[config.mk]
export PLATFORM = sky130hd
export DESIGN_NAME = rs485_port_config_decode
export DESIGN_NICKNAME = d
export VERILOG_FILES = /design/src/hdl/port_cfg_pkg.sv /design/src/hdl/base_window_decode.sv /design/src/hdl/rs485_port_config_decode.sv
export SDC_FILE = /design/constraint.sdc
export NUM_CORES = 1
export LEC_CHECK = 0
export BUFFER_PORTS_ARGS = -buffer_cell sky130_fd_sc_hd__buf_2
export CAP_MARGIN = 20
export CORE_ASPECT_RATIO = 0.7
export CORE_MARGIN = 3
export CORE_UTILIZATION = 40
export CTS_CLUSTER_DIAMETER = 50
export DETAILED_ROUTE_END_ITERATION = 10
export PLACE_DENSITY = 0.75
export REMOVE_ABC_BUFFERS = 1
export SETUP_SLACK_MARGIN = 0.05
export SLEW_MARGIN = 20
export SYNTH_ARGS = -nofsm -noshare
export SYNTH_HDL_FRONTEND = slang
export SYNTH_SLANG_ARGS = --single-unit
[constraint.sdc]
create_clock -name mclk -period 2.61 [get_ports mclk]
set_input_delay 0.3915 -clock mclk [delete_from_list [all_inputs] [get_ports mclk]]
set_output_delay 0.3915 -clock mclk [all_outputs]
set_load 0.01 [all_outputs]
[src/hdl/port_cfg_pkg.sv]
package port_cfg_pkg;

   // Register bus geometry
   localparam int REG_ADDR_W = 4;
   localparam int REG_DATA_W = 8;

   // Register offsets
   localparam logic [3:0] OFS_CONTROL   = 4'h0;
   localparam logic [3:0] OFS_STATUS    = 4'h1;
   localparam logic [3:0] OFS_MASK      = 4'h2;
   localparam logic [3:0] OFS_MODE_VIEW = 4'h3;
   localparam logic [3:0] OFS_BASE_VIEW = 4'h4;

   // Control fields
   localparam int CTL_DECODE_EN = 0;
   localparam int CTL_PORT_EN   = 1;
   localparam logic [7:0] CONTROL_RESET = 8'h03;
   localparam logic [7:0] MASK_RESET    = 8'h00;
   localparam logic [7:0] STATUS_RESET  = 8'h00;

   // Status and mask fields
   localparam int EV_ACCESS   = 0;
   localparam int EV_BAD_BASE = 1;
   localparam int EV_CTS_LOST = 2;
   localparam int EV_TX_START = 3;
   localparam int EV_IRQ      = 4;
   localparam int EV_COUNT    = 5;

   // Mode view fields
   localparam int MV_MODE_LSB = 0;
   localparam int MV_CTS      = 3;
   localparam int MV_DIR      = 4;
   localparam int MV_DRIVE    = 5;
   localparam int MV_LEGAL    = 7;

   // Host address map
   localparam int HOST_ADDR_W  = 10;
   localparam int BASE_SW_W    = 7;
   localparam int REG_SEL_W    = 3;
   localparam logic [9:0] BASE_MIN_WIDE   = 10'h100;
   localparam logic [9:0] BASE_MIN_NARROW = 10'h200;
   localparam logic [9:0] BASE_HOLE_LO    = 10'h1f0;
   localparam logic [9:0] BASE_HOLE_HI    = 10'h1f8;

   // Interrupt levels 2..7 as one-hot lanes
   localparam int IRQ_LANES = 6;

   typedef enum logic [2:0] {
      oneway_rx,
      oneway_tx,
      fullduplex,
      halfduplex_echo,
      halfduplex_noecho
   } mode_e;

endpackage : port_cfg_pkg

[src/hdl/base_window_decode.sv]
`timescale 1ns/1ps
module base_window_decode
   import port_cfg_pkg::*;
(
   input  wire logic [HOST_ADDR_W-1:0] io_addr,
   input  wire logic                   aen,
   input  wire logic [BASE_SW_W-1:0]   base_switch_on,
   input  wire logic                   host_16bit,
   output logic      [HOST_ADDR_W-1:0] base_addr,
   output logic                        base_legal,
   output logic                        addr_match
);

   // Switch on reads as zero
   assign base_addr = {~base_switch_on, 3'h0};

   // Narrow hosts only see the upper half of the map
   always_comb begin
      if (host_16bit) begin
         base_legal = (base_addr >= BASE_MIN_WIDE) &&
                      !((base_addr >= BASE_HOLE_LO) && (base_addr <= BASE_HOLE_HI));
      end else begin
         base_legal = (base_addr >= BASE_MIN_NARROW);
      end
   end

   // DMA cycles carry aen high and must never hit the port
   assign addr_match = (io_addr[9:3] == base_addr[9:3]) && !aen;

endmodule : base_window_decode

[src/hdl/rs485_port_config_decode.sv]
// The address map and the address-and-strobe port were left to the implementer.
`timescale 1ns/1ps
module rs485_port_config_decode
   import port_cfg_pkg::*;
(
   input  wire logic                   mclk,
   input  wire logic                   sys_rst,
   input  wire logic [REG_ADDR_W-1:0]  reg_addr,
   input  wire logic [REG_DATA_W-1:0]  reg_wdata,
   input  wire logic                   reg_wr,
   input  wire logic                   reg_rd,
   output logic      [REG_DATA_W-1:0]  reg_rdata,
   output logic                        cfg_irq,
   input  wire logic [HOST_ADDR_W-1:0] io_addr,
   input  wire logic                   aen,
   input  wire logic                   host_16bit,
   input  wire logic [BASE_SW_W-1:0]   base_switch_on,
   input  wire logic                   cts_jumper,
   input  wire logic                   cts_external,
   input  wire logic                   rts_jumper_fitted,
   input  wire logic                   receiver_twoway_setting,
   input  wire logic                   simultaneous_twoway_setting,
   input  wire logic                   oneway_transmit_only,
   input  wire logic [2:0]             irq_level_select,
   input  wire logic                   uart_rts,
   input  wire logic                   uart_out2,
   input  wire logic                   uart_intr,
   input  wire logic                   uart_txd,
   input  wire logic                   line_rxd,
   output logic                        uart_cs,
   output logic      [REG_SEL_W-1:0]   uart_reg_sel,
   output logic                        uart_cts,
   output logic                        uart_rxd,
   output logic                        line_txd,
   output logic                        line_drive,
   output logic      [IRQ_LANES-1:0]   irq_lines
);

   logic [HOST_ADDR_W-1:0] base_addr;
   logic                   base_legal;
   logic                   addr_match;

   base_window_decode base_window_decode_inst (
      .io_addr        (io_addr),
      .aen            (aen),
      .base_switch_on (base_switch_on),
      .host_16bit     (host_16bit),
      .base_addr      (base_addr),
      .base_legal     (base_legal),
      .addr_match     (addr_match)
   );

   // Register file state
   logic [7:0]          control;
   logic [7:0]          mask;
   logic [7:0]          status;
   logic [7:0]          next_control;
   logic [7:0]          next_mask;
   logic [7:0]          next_status;
   logic [7:0]          next_rdata;
   logic [EV_COUNT-1:0] events;

   // Path state
   mode_e                mode;
   logic                 cts_any;
   logic                 dir_ctrl;
   logic                 line_active;
   logic                 cts_prev;
   logic                 next_cs;
   logic [REG_SEL_W-1:0] next_reg_sel;
   logic                 next_drive;
   logic                 next_rxd;
   logic                 next_txd;
   logic [IRQ_LANES-1:0] next_irq_lines;

   // Jumper strap combination picks the wiring mode
   always_comb begin
      unique case ({simultaneous_twoway_setting, receiver_twoway_setting})
         2'b11: mode = fullduplex;
         2'b10: mode = oneway_transmit_only ? oneway_tx : oneway_rx;
         2'b01: mode = halfduplex_echo;
         2'b00: mode = halfduplex_noecho;
      endcase
   end

   assign cts_any     = cts_jumper | cts_external;
   // Request-to-send never leaves the card, it only steers the driver
   assign dir_ctrl    = rts_jumper_fitted ? uart_rts : 1'b1;
   assign line_active = cts_any && control[CTL_PORT_EN];

   always_comb begin
      next_cs      = addr_match && base_legal && control[CTL_DECODE_EN];
      next_reg_sel = io_addr[2:0];
      next_drive   = 1'b0;
      next_rxd     = line_rxd;
      unique case (mode)
         oneway_rx: begin
            next_drive = 1'b0;
            next_rxd   = line_rxd;
         end
         oneway_tx: begin
            next_drive = line_active;
            next_rxd   = 1'b1;
         end
         fullduplex: begin
            next_drive = line_active;
            next_rxd   = line_rxd;
         end
         halfduplex_echo: begin
            next_drive = line_active && dir_ctrl;
            next_rxd   = next_drive ? uart_txd : line_rxd;
         end
         halfduplex_noecho: begin
            next_drive = line_active && dir_ctrl;
            next_rxd   = next_drive ? 1'b1 : line_rxd;
         end
      endcase
      // Idle mark level while the driver is off
      next_txd = next_drive ? uart_txd : 1'b1;
   end

   // Select values 6 and 7 have no jumper position and route nowhere
   always_comb begin
      next_irq_lines = '0;
      if (uart_out2 && uart_intr && (irq_level_select < 3'(IRQ_LANES))) begin
         next_irq_lines[irq_level_select] = 1'b1;
      end
   end

   always_ff @(posedge mclk) begin
      if (sys_rst) begin
         uart_cs      <= 1'b0;
         uart_reg_sel <= '0;
         uart_cts     <= 1'b0;
         uart_rxd     <= 1'b1;
         line_txd     <= 1'b1;
         line_drive   <= 1'b0;
         irq_lines    <= '0;
         cts_prev     <= 1'b0;
      end else begin
         uart_cs      <= next_cs;
         uart_reg_sel <= next_reg_sel;
         uart_cts     <= cts_any;
         uart_rxd     <= next_rxd;
         line_txd     <= next_txd;
         line_drive   <= next_drive;
         irq_lines    <= next_irq_lines;
         cts_prev     <= cts_any;
      end
   end

   // Events raise sticky status bits
   always_comb begin
      events              = '0;
      events[EV_ACCESS]   = next_cs && !uart_cs;
      events[EV_BAD_BASE] = !base_legal;
      events[EV_CTS_LOST] = cts_prev && !cts_any;
      events[EV_TX_START] = next_drive && !line_drive;
      events[EV_IRQ]      = (|next_irq_lines) && !(|irq_lines);
   end

   always_comb begin
      next_control = control;
      next_mask    = mask;
      next_status  = status;
      next_rdata   = '0;
      if (reg_wr) begin
         unique case (reg_addr)
            OFS_CONTROL: next_control = reg_wdata;
            OFS_MASK:    next_mask    = reg_wdata;
            default:     next_control = control;
         endcase
      end
      if (reg_rd) begin
         unique case (reg_addr)
            OFS_CONTROL: next_rdata = control;
            OFS_STATUS: begin
               next_rdata  = status;
               next_status = '0;
            end
            OFS_MASK:    next_rdata = mask;
            OFS_MODE_VIEW: begin
               next_rdata[MV_MODE_LSB +: 3] = 3'(mode);
               next_rdata[MV_CTS]           = cts_any;
               next_rdata[MV_DIR]           = dir_ctrl;
               next_rdata[MV_DRIVE]         = line_drive;
               next_rdata[MV_LEGAL]         = base_legal;
            end
            OFS_BASE_VIEW: next_rdata = {1'b0, base_addr[9:3]};
            default:     next_rdata = '0;
         endcase
      end
      // An event in the clearing read's cycle survives
      next_status[EV_COUNT-1:0] = next_status[EV_COUNT-1:0] | events;
   end

   always_ff @(posedge mclk) begin
      if (sys_rst) begin
         control   <= CONTROL_RESET;
         mask      <= MASK_RESET;
         status    <= STATUS_RESET;
         reg_rdata <= '0;
      end else begin
         control   <= next_control;
         mask      <= next_mask;
         status    <= next_status;
         reg_rdata <= next_rdata;
      end
   end

   assign cfg_irq = |(status & mask);
endmodule : rs485_port_config_decode

Word level (Yosys, flattened, before mapping)
Cells that the tools add are included.

storage, ports and cells
  flip-flop bits (word level) = 43
  input bits = 49
  output and inout bits = 23
  logic and storage cells = 86

cells by class
  $lt $le $gt $ge = 7
  equality and inequality tests = 12
  muxes and demuxes = 16
  bitwise logic cells = 6
  reductions and logical operators = 34

operators with widths
  operator              count
  $pmux 6 s5            1
  $ge 10x9->1 const B   2
  $logic_and 1x1->1     14
  $pmux 3 s4            1
  $reduce_or 6->1       2
  $ge 10x10->1 const B  1
  $le 10x9->1 const B   1
  $mux 5                2
  $reduce_or 2->1       5
  $pmux 1 s3            3
  $and 5x8->8           1
  $eq 4x2->1 const B    2
  $reduce_or 8->1       1
  $eq 7x7->1            1
  $logic_not 1->1       7
  $not 7->7             1
  $eq 3x2->1 const B    2
  $mux 1                6
  $mux 6                1
  $or 5x5->5            1
  $eq 2x2->1 const B    2
  $eq 4x1->1 const B    1
  $eq 4x3->1 const B    1
  $logic_not 4->1       1
  other kinds (13)      15

Logic depth before layout (Yosys ltp)
Gate-level depths: netlist (run 1).

  depth after elaboration = 10
  gate-level depth with buffers = 5
  mapped depth without buffers = 4

By module
A second synthesis (run 1) with hierarchy kept.

unflattened totals
  cells, all modules = 234
  area, all modules = 2072.0 um^2

modules (own cells, without submodules)
  module                    instances  cells each  area an instance (um^2)  seq. area each (um^2)
  rs485_port_config_decode  1          211         1913.1                   860.8
  base_window_decode        1          23          158.9                    0.0

Worst setup path after synthesis (run 1)
OpenSTA, ideal clock, no wires.

  path kind = input to register
  from = input port reg_addr[1]
  to = register control[0]
  arrival = 1.313 ns
  slack = 1.174 ns
  stages on the path = 4
  cell sequence = nor4_2 -> nand2_1 -> nand2_1 -> nand3_1

on the way
  cells in the longest elaborated chain, start to end = 2

ends and longest elaborated chain
  item                               line                             RTL
  from (decl)                        rs485_port_config_decode.sv:8    input wire logic [REG_ADDR_W-1:0] reg_addr,
  $logic_not 4->1                    rs485_port_config_decode.sv:168  unique case (reg_addr)
  $reduce_and 2->1 (no source line)  --
  to (signal assigned)               rs485_port_config_decode.sv:204  control <= next_control;
  to (decl)                          rs485_port_config_decode.sv:54   logic [7:0] control;

Every way passes these cells.
A chain may end at the register's enable or synchronous reset.

Worst setup path after layout (run 1)
  from = register status[3]
  to = output port cfg_irq

on the way
  cells in the longest elaborated chain, start to end = 2

ends and longest elaborated chain
  item                    line                             RTL
  from (decl)             rs485_port_config_decode.sv:56   logic [7:0] status;
  from (signal assigned)  rs485_port_config_decode.sv:206  status <= next_status;
  $and 5x8->8             rs485_port_config_decode.sv:211  assign cfg_irq = |(status & mask);
  $reduce_or 8->1         rs485_port_config_decode.sv:211
  to (decl)               rs485_port_config_decode.sv:13   output logic cfg_irq,

Every way passes these cells.

==> impl_metrics.tcl, run 1 <==
set metrics [dict create \
    cp.arrival_ps 1230 \
    nNetsFinal 328 \
    drc 0 \
    fp.dieH_um 62.0 \
    pin_count 72 \
    relSlewSlack_pct 59.3 \
    critPathMaxFanout 3 \
    die_x_um 86.1 \
    grt.overflow.total 0 \
    ys_seq_area_share_pct 48.0 \
    fin_worst_skew_ps 4.88 \
    cts_tree "done" \
    clk_latency_ps 290 \
    fin_crit_ps 1620 \
    critPathRequiredTime_ps 2220 \
    clockRootBuffer "clkbuf_8" \
    status "finished clean" \
    startpoint_type "flop" \
    layout_commonest_cell "buf_2" \
    vias_per_cell 5.51 \
    grt_max_degree 28 \
    hold_end "line_txd$_SDFF_PP1_" \
    drv_slew 0 \
    antenna_found_initial 0 \
    dr.first_iter.drc_count 246 \
    final_cell_mix "71 x buf_2, 43 x dfxtp_1, 27 x nand2_1, 21 x a21oi_1, 20 x nor2_1" \
    fin_crit_sh_pct 62.1 \
    grtUsageTotal_pct 19.2 \
    setup_violations 0 \
    clkSlewWorstSetupHoldPaths_ps 80 \
    power_density_nw_per_um2 544 \
    finalHoldViolCount 0 \
    post_cts_buffers 0 \
    syn_area_um2 1790 \
    die-area_um2 5340 \
    r2r-end "status[4]$_SDFF_PP0_" \
    whs_path_depth 2 \
    syn_inst 208 \
    drtAntennaViolNets 0 \
    firstDrtPassIters 6 \
    wl_mm 5.01 \
    core-area_um2 4110 \
    ys_warn_count 0 \
    fmax_mhz 617 \
    ys_seq_elements 43 \
    grt_first_pass_wirelength_mm 7.90 \
    reg2reg_slack_ps 1380 \
    peakVddDrop_mv 0.366 \
    holdCritPathClass "in -> reg" \
    vias 1829 \
    dpl.cell_count 324 \
    design_area_um2 2270 \
    finalPower_uw 1240 \
    cts_max_path_buffers 2 \
    numCtsBuffers 5 \
    antennaDiodeCount 0 \
    io_buffers 71 \
    rows 19 \
    setup_tns_ps 0 \
    clock-sinks 43 \
    globalplace.congestion 0.889 \
    criticalPathCategory "reg -> out" \
    min_from "uart_txd" \
    dp_hpwl_mm 3.79 \
    cts_max_level 2 \
    area_growth_pct 26.6 \
    wl_per_cell_um 15.1 \
    r2r_cells 3 \
    drive_gt1_share_pct 29.3 \
    stdcell_count 332 \
    p_leak_uw 0.000947 \
    syn_area_per_cell_um2 8.63 \
    worst_pin_slew_ps 595 \
    grt_pass1_vias 1636 \
    fillers 410 \
    yosysUniqueCellTypes 32 \
    initial_core_util_pct 43.6 \
    reg2reg_from "irq_lines[1]$_SDFF_PP0_" \
    post_cts_resized 0 \
    rsz0062_at_grt "no" \
    cts_hold_buf 0 \
    whs_ps 305 \
    crit_path_end_kind "output pin" \
    place_area_um2 2190 \
    drv_cap 0 \
]
Yosys cell counts:
| cell | count | share of area (%) |
|---|---|---|
| nor4_1 | 3 | 1.0 |
| nand3_1 | 18 | 5.0 |
| nor4b_4 | 2 | 2.7 |
| and3_1 | 2 | 0.70 |
| o2111ai_1 | 1 | 0.49 |
| nand3b_1 | 1 | 0.42 |
| inv_1 | 5 | 1.0 |
| o31ai_1 | 1 | 0.42 |
| a222oi_1 | 2 | 1.1 |
| nand2b_1 | 5 | 1.7 |
| o21a_1 | 1 | 0.42 |
| o21ai_0 | 7 | 2.0 |
| nand4_1 | 2 | 0.70 |
| nor4_2 | 1 | 0.70 |
| buf_4 | 1 | 0.42 |
| a21oi_1 | 21 | 5.9 |
| o22ai_1 | 1 | 0.35 |
| a22o_1 | 1 | 0.49 |
| nand2_1 | 27 | 5.6 |
| clkbuf_1 | 6 | 1.3 |
| xnor2_1 | 7 | 3.4 |
| buf_2 | 2 | 0.56 |
| a31oi_1 | 1 | 0.35 |
| nor2_1 | 20 | 4.2 |
| a2111oi_0 | 1 | 0.49 |
| nor2b_1 | 3 | 1.0 |
| a221oi_1 | 7 | 3.4 |
| nor3b_1 | 3 | 1.3 |
| dfxtp_1 | 43 | 48 |
| or4b_1 | 1 | 0.56 |
| a22oi_1 | 7 | 2.9 |
| nor3_1 | 5 | 1.4 |
worst max-delay path, cell delays in order (launching register included):
cell and delay (ps):
dfxtp_1 340, a222oi_1 350, nand2_1 100, buf_2 150
registers in the layout, indices dropped and copies added, names as in the netlist:
register      flops
cts_prev          1
uart_rxd          1
line_txd          1
irq_lines         6
uart_reg_sel      3
reg_rdata         8
uart_cs           1
mask              8
status            5
line_drive        1
control           8
stage by stage:
step,setup WS [ps],utilization [%]
finish,988,55.2
global route,907,55.2
CTS,986,55.2
detailed placement,891,53.2
global placement,948,53.2
floorplan,748,-
worst max path at each step:
stage | from | to | cells after the start
floorplan | reg_addr[1] | control[0]$_SDFFE_PP1P_ | 4
CTS | status[3]$_SDFF_PP0_ | cfg_irq | 3
detailed placement | reg_addr[1] | reg_rdata[3]$_SDFF_PP0_ | 5
global placement | reg_addr[1] | reg_rdata[3]$_SDFF_PP0_ | 5
finish | status[3]$_SDFF_PP0_ | cfg_irq | 3
global route | status[3]$_SDFF_PP0_ | cfg_irq | 3
power by group:
group | switching, uW | internal, uW
sequential | 11.2 | 673
clock | 216 | 188
combinational | 82.8 | 65.0
final cells by class:
class	instances	area, um^2	area share, %
Clock buffer	7	76.3	3.36
Multi-Input combinational cell	151	875	38.5
Sequential cell	43	861	37.9
Clock inverter	1	5.00	0.220
Tap cell	52	65.1	2.87
Inverter	5	18.8	0.826
Timing Repair Buffer	73	370	16.3
routing by layer:
layer / track usage, % / vias up / wire length [um]
met5: 0 / - / 0
met4: 3.39 / 0 / 29
met3: 5.01 / 6 / 517
met2: 27.9 / 92 / 2080
met1: 28.8 / 840 / 2380
li1: - / 891 / -
cell families after synthesis:
group	Yosys count	share of synthesized area [%]
AND/OR/NAND/NOR	93	27.1
AO/OA/AOI/OAI	51	18.3
flip-flops	43	48.0
buffers and inverters	14	3.28
XOR/XNOR	7	3.42
(Power assumes the default switching activity.)
==> run 2: changes to the inputs <==
--- a/config.mk
+++ b/config.mk
@@ -5,6 +5,7 @@
 export SDC_FILE = /design/constraint.sdc
 export NUM_CORES = 1
 export LEC_CHECK = 0
+export ABC_AREA = 1
 export BUFFER_PORTS_ARGS = -buffer_cell sky130_fd_sc_hd__buf_2
 export CAP_MARGIN = 20
 export CORE_ASPECT_RATIO = 0.7
@@ -12,7 +13,7 @@
 export CORE_UTILIZATION = 40
 export CTS_CLUSTER_DIAMETER = 50
 export DETAILED_ROUTE_END_ITERATION = 10
-export PLACE_DENSITY = 0.75
+export PLACE_DENSITY = 0.74
 export REMOVE_ABC_BUFFERS = 1
 export SETUP_SLACK_MARGIN = 0.05
 export SLEW_MARGIN = 20
==> constraint.sdc (replaced) <==
create_clock -name mclk -period 1.6 [get_ports mclk]
set_input_delay 0.24 -clock mclk [delete_from_list [all_inputs] [get_ports mclk]]
set_output_delay 0.24 -clock mclk [all_outputs]
set_load 0.01 [all_outputs]
==> impl_metrics.tcl, run 2 <==
set metrics [dict create \
    fin_worst_skew_ps 5.96 \
    nNetsFinal 426 \
    syn_area_um2 2020 \
    grt.overflow.total 0 \
    synth_top_cell_by_area "dfxtp_1" \
    hold_end "uart_reg_sel[2]$_SDFF_PP0_" \
    ys_warn_count 0 \
    whs_ps 138 \
    async_flop_share_pct 0 \
    finalHoldViolCount 0 \
    firstDrtPassIters 4 \
    min_from "io_addr[2]" \
    cts_hold_buf 0 \
    startpoint_type "flop" \
    syn_inst 301 \
    wl_mm 5.35 \
    synth_flop_cell "dfxtp_1" \
    post_cts_resized 0 \
    fmax_mhz 734 \
    ys_seq_area_share_pct 42.6 \
    fp.dieH_um 65.5 \
    reg2reg_slack_ps 460 \
    drv_slew 0 \
    criticalPathCategory "reg -> out" \
    setup_violations 0 \
    crit_path_end_kind "output pin" \
    r2r_cells 5 \
    synth_area_leaders "dfxtp_1 43%, nand2_1 20%, nor2_1 8.2%" \
    grt_pass1_vias 1917 \
    critPathRequiredTime_ps 1360 \
    initial_core_util_pct 43.9 \
    grt_first_pass_wirelength_mm 8.74 \
    globalplace.congestion 0.848 \
    fin_crit_ps 1360 \
    clock-sinks 43 \
    layout_commonest_cell "nand2_1" \
    whs_path_depth 3 \
    largest_registers "control (8), mask (8), reg_rdata (8)" \
    yosysTopAreaCellShare_pct 42.6 \
    cts_tree "done" \
    vias_per_cell 4.77 \
    vias 2115 \
    synth_edf_count 0 \
    final_cell_mix "105 x nand2_1, 71 x buf_2, 44 x nor2_1, 43 x dfxtp_1, 33 x inv_1" \
    yosysUniqueCellTypes 24 \
    grt_max_degree 18 \
    antennaDiodeCount 0 \
    setup_tns_ps 0 \
    numCtsBuffers 5 \
    r2r-end "line_txd$_SDFF_PP1_" \
    post_cts_buffers 0 \
    grtUsageTotal_pct 18.4 \
    wl_per_cell_um 12.1 \
    die_x_um 91.0 \
    relSlewSlack_pct 79.3 \
    peakVddDrop_mv 0.432 \
    cp.arrival_ps 1120 \
    clockRootBuffer "clkbuf_8" \
    setup_slack_ps 237 \
    power_density_nw_per_um2 813 \
    core-area_um2 4600 \
    worst_pin_slew_ps 310 \
    critPathMaxFanout 3 \
    dr.first_iter.drc_count 133 \
    holdCritPathClass "in -> reg" \
    ys_seq_elements 43 \
    rsz0062_at_grt "no" \
    die-area_um2 5950 \
    clk_latency_ps 300 \
    drv_cap 0 \
    syn_area_per_cell_um2 6.71 \
    clkSlewWorstSetupHoldPaths_ps 80 \
    drive_gt1_share_pct 25.5 \
    dp_slack_ps 218 \
    cts_max_path_buffers 2 \
    drc 0 \
    cts_max_level 2 \
    drtAntennaViolNets 0 \
    antenna_found_initial 0 \
    area_growth_pct 25.4 \
    io_buffers 71 \
    fin_crit_sh_pct 85.2 \
    yosys-top-cells-count "105 x nand2_1, 44 x nor2_1, 43 x dfxtp_1" \
    reg2reg_from "control[1]$_SDFFE_PP1P_" \
    status "finished clean" \
    rows 20 \
    finalPower_uw 2060 \
    dp_hpwl_mm 4.24 \
    pin_count 72 \
    synthMostInstantiatedCell "nand2_1" \
    p_leak_uw 0.00132 \
]
==> run 2: changes by cell type in the layout (fill, tap and decap cells not counted), moves of 4 or more <==
cell      before  now
a221oi_1       7    0
a22oi_1        7    0
inv_1          5   33
nand2_1       27  105
nand2b_1       5    0
nand3_1       18   23
nor2_1        20   44
nor2_4         0    4
nor3_1         5    0
xnor2_1        7    0
==> run 2: per-layer routing <==
layer | GRT usage (%) | share of wire [%] | vias to the layer above
met5 | 0 | 0 | -
met4 | 6.20 | 1.1 | 0
met3 | 4.00 | 7.3 | 8
met2 | 27.7 | 43 | 75
met1 | 26.0 | 49 | 944
li1 | - | - | 1088
==> run 2: kinds of logic (layout without fill, tap and decap cells) <==
family | Yosys count | in the layout | share of synthesized area, %
simple gates | 186 | 186 | 40.6
flops | 43 | 43 | 42.6
buf+inv | 42 | 118 | 8.55
compound gates | 29 | 29 | 7.86
xor+xnor | 1 | 1 | 0.434
==> run 2: worst max-delay path, stage by stage (launching register included) <==
cell and delay, ps:
dfxtp_1 340, nand2_1 60, nand2_1 50, a21oi_1 110
nand3_1 110, buf_2 160
==> run 2: final cells by class <==
cell class	count	area [um^2]
fill	488	2070
multi-input combinational	216	987
sequential	43	861
timing repair buffer	74	378
inverter	37	144
tap	66	82.6
clock buffer	5	68.8
clock inverter	2	13.8
==> run 2: through the flow <==
step	instance area (um^2)	utilization, %	std cells
floorplan	1990	-	296
global placement	2450	53.3	436
detailed placement	2450	53.3	436
CTS	2530	55.1	443
global route	2530	55.1	443
finish	2530	55.1	443
==> run 2: where the power goes <==
part           internal, uW  total, uW  switching (uW)  leakage [uW]
clock                   299        675             376     0.0000440
sequential             1100       1110            15.4      0.000350
combinational           108        273             166      0.000923
total                  1500       2060             557       0.00132
==> run 2: worst max-delay path by stage <==
stage,from,to,cells after the start
floorplan,reg_addr[3],mask[0]$_SDFFE_PP0P_,6
global placement,reg_addr[3],mask[6]$_SDFFE_PP0P_,7
detailed placement,reg_addr[3],mask[7]$_SDFFE_PP0P_,7
CTS,mask[3]$_SDFFE_PP0P_,cfg_irq,5
global route,status[3]$_SDFF_PP0_,cfg_irq,5
finish,mask[3]$_SDFFE_PP0P_,cfg_irq,5
==> run 3: changes to the inputs <==
--- a/config.mk
+++ b/config.mk
@@ -13,7 +13,7 @@
 export CORE_UTILIZATION = 40
 export CTS_CLUSTER_DIAMETER = 50
 export DETAILED_ROUTE_END_ITERATION = 10
-export PLACE_DENSITY = 0.74
+export PLACE_DENSITY = 0.76
 export REMOVE_ABC_BUFFERS = 1
 export SETUP_SLACK_MARGIN = 0.05
 export SLEW_MARGIN = 20
==> constraint.sdc (replaced) <==
create_clock -name mclk -period 1.1 [get_ports mclk]
set_input_delay 0.165 -clock mclk [delete_from_list [all_inputs] [get_ports mclk]]
set_output_delay 0.165 -clock mclk [all_outputs]
set_load 0.01 [all_outputs]
==> impl_metrics.tcl, run 3 (synthesized netlist as in run 2, its figures left out) <==
set metrics [dict create \
    status "finished, violations left" \
    violations "negative setup slack" \
    place_area_um2 2530 \
    io_buffers 71 \
    clock-sinks 43 \
    clk_latency_ps 290 \
    dpl.cell_count 446 \
    grt_pass1_vias 2065 \
    design_area_um2 2670 \
    cp.arrival_ps 1100 \
    fillers 458 \
    die_x_um 91.0 \
    critPathRequiredTime_ps 940 \
    die-area_um2 5950 \
    drc 0 \
    fp.dieH_um 65.5 \
    criticalPathCategory "reg -> out" \
    setup_violations 1 \
    core-area_um2 4600 \
    cp_slowest_cell "dfxtp_2" \
    fin_worst_skew_ps 7.78 \
    clockRootBuffer "clkbuf_8" \
    multi_input_area_um2 1010 \
    peakVddDrop_mv 0.572 \
    cts_tree "done" \
    fin_util_pct 58.0 \
    fin_crit_sh_pct 115 \
    largest_registers "control (8), mask (8), reg_rdata (8)" \
    seq_area_um2 868 \
    antennaDiodeCount 0 \
    cts_hold_buf 0 \
    rsz0062_at_grt "yes" \
    path_common_cell "nand2_1" \
    layout_commonest_cell "nand2_1" \
    fin_crit_ps 1270 \
    clkSlewWorstSetupHoldPaths_ps 70 \
    drv_slew 0 \
    area_growth_pct 32.1 \
    finalHoldViolCount 0 \
    final_cell_mix "104 x nand2_1, 71 x buf_2, 43 x nor2_1, 37 x dfxtp_1, 33 x inv_1" \
    dr.first_iter.drc_count 103 \
    setup_slack_ps -167 \
    firstDrtPassIters 4 \
    p_leak_uw 0.00139 \
    numCtsBuffers 5 \
    finalPower_uw 3140 \
    crit_path_end_kind "output pin" \
    vias_per_cell 4.60 \
    antenna_found_initial 0 \
    dp_hpwl_mm 4.31 \
    relSlewSlack_pct 78.4 \
    setup_tns_ps -167 \
    globalplace.congestion 0.854 \
    crit_family "flip-flops" \
    fmax_mhz 789 \
    drv_cap 0 \
    initial_core_util_pct 43.9 \
    vias 2096 \
    crit_buf_inv 1 \
    wl_per_cell_um 11.9 \
    power_density_nw_per_um2 1180 \
    nNetsFinal 438 \
    critPathMaxFanout 2 \
    grtUsageTotal_pct 20.0 \
    cts_max_path_buffers 2 \
    worst_pin_slew_ps 321 \
    grt.overflow.total 0 \
    drive_gt1_share_pct 30.3 \
    grt_first_pass_wirelength_mm 9.54 \
    wl_mm 5.43 \
    path_cells "nand2_1 > nand2_1 > a21oi_2 > nand3_1 > buf_2" \
    cts_max_level 2 \
    grt_max_degree 13 \
    critPathMaxStageDelay_ps 330 \
    stdcell_count 456 \
    pin_count 72 \
    drtAntennaViolNets 0 \
    startpoint_type "flop" \
    holdCritPathClass "in -> reg" \
    rows 20 \
]
==> run 3: final timing paths <==
check	slack, ps	depth (start not counted)	from	to
worst max-delay path	-170	5	mask[3]$_SDFFE_PP0P_	cfg_irq
worst min-delay path	70	3	io_addr[1]	uart_reg_sel[1]$_SDFF_PP0_
worst max register to register	130	6	control[1]$_SDFFE_PP1P_	line_drive$_SDFF_PP0_
worst min register to register	480	2	cts_prev$_SDFF_PP0_	status[2]$_SDFF_PP0_
==> run 3: cell type report <==
cell class                      count  share of cell area [%]
Multi-Input combinational cell    216                    37.7
Timing Repair Buffer               86                    17.5
Inverter                           37                    5.39
Clock buffer                        8                    3.75
Sequential cell                    43                    32.5
Tap cell                           66                    3.09
==> run 3: power breakdown <==
group          total [uW]  leakage (uW)  internal [uW]  switching [uW]
combinational         435      0.000989            183             252
clock                1090     0.0000515            573             513
sequential           1620      0.000350           1600            22.5
==> run 3: through the flow <==
stage / setup WS [ps] / hold WS, ps
finish: -167 / 73.7
global route: -202 / 74.8
CTS: -170 / 63.2
detailed placement: -68.4 / 372
global placement: -56.2 / 367
floorplan: 63.0 / 227
==> run 3: repair_timing <==
action / in CTS / in global routing
setup endpoints to repair: 3 / 5
setup buffers: 2 / 0
resized for setup: 5 / 6
pin swaps: 2 / 5
==> run 3: per-layer routing <==
layer / vias to the layer above / global-route usage, % / share of wire (%)
li1: 1110 / - / -
met1: 901 / 28.5 / 47
met2: 81 / 29.1 / 42
met3: 4 / 5.84 / 9.8
met4: 0 / 5.83 / 0.87
met5: - / 0 / 0
==> run 3: worst reg2reg max path, cell delays in order (launching register included) <==
cell and delay [ps]:
dfxtp_2 340, inv_1 80, nor2_4 130, inv_1 60
o22ai_2 160, inv_1 60, nor2_1 70
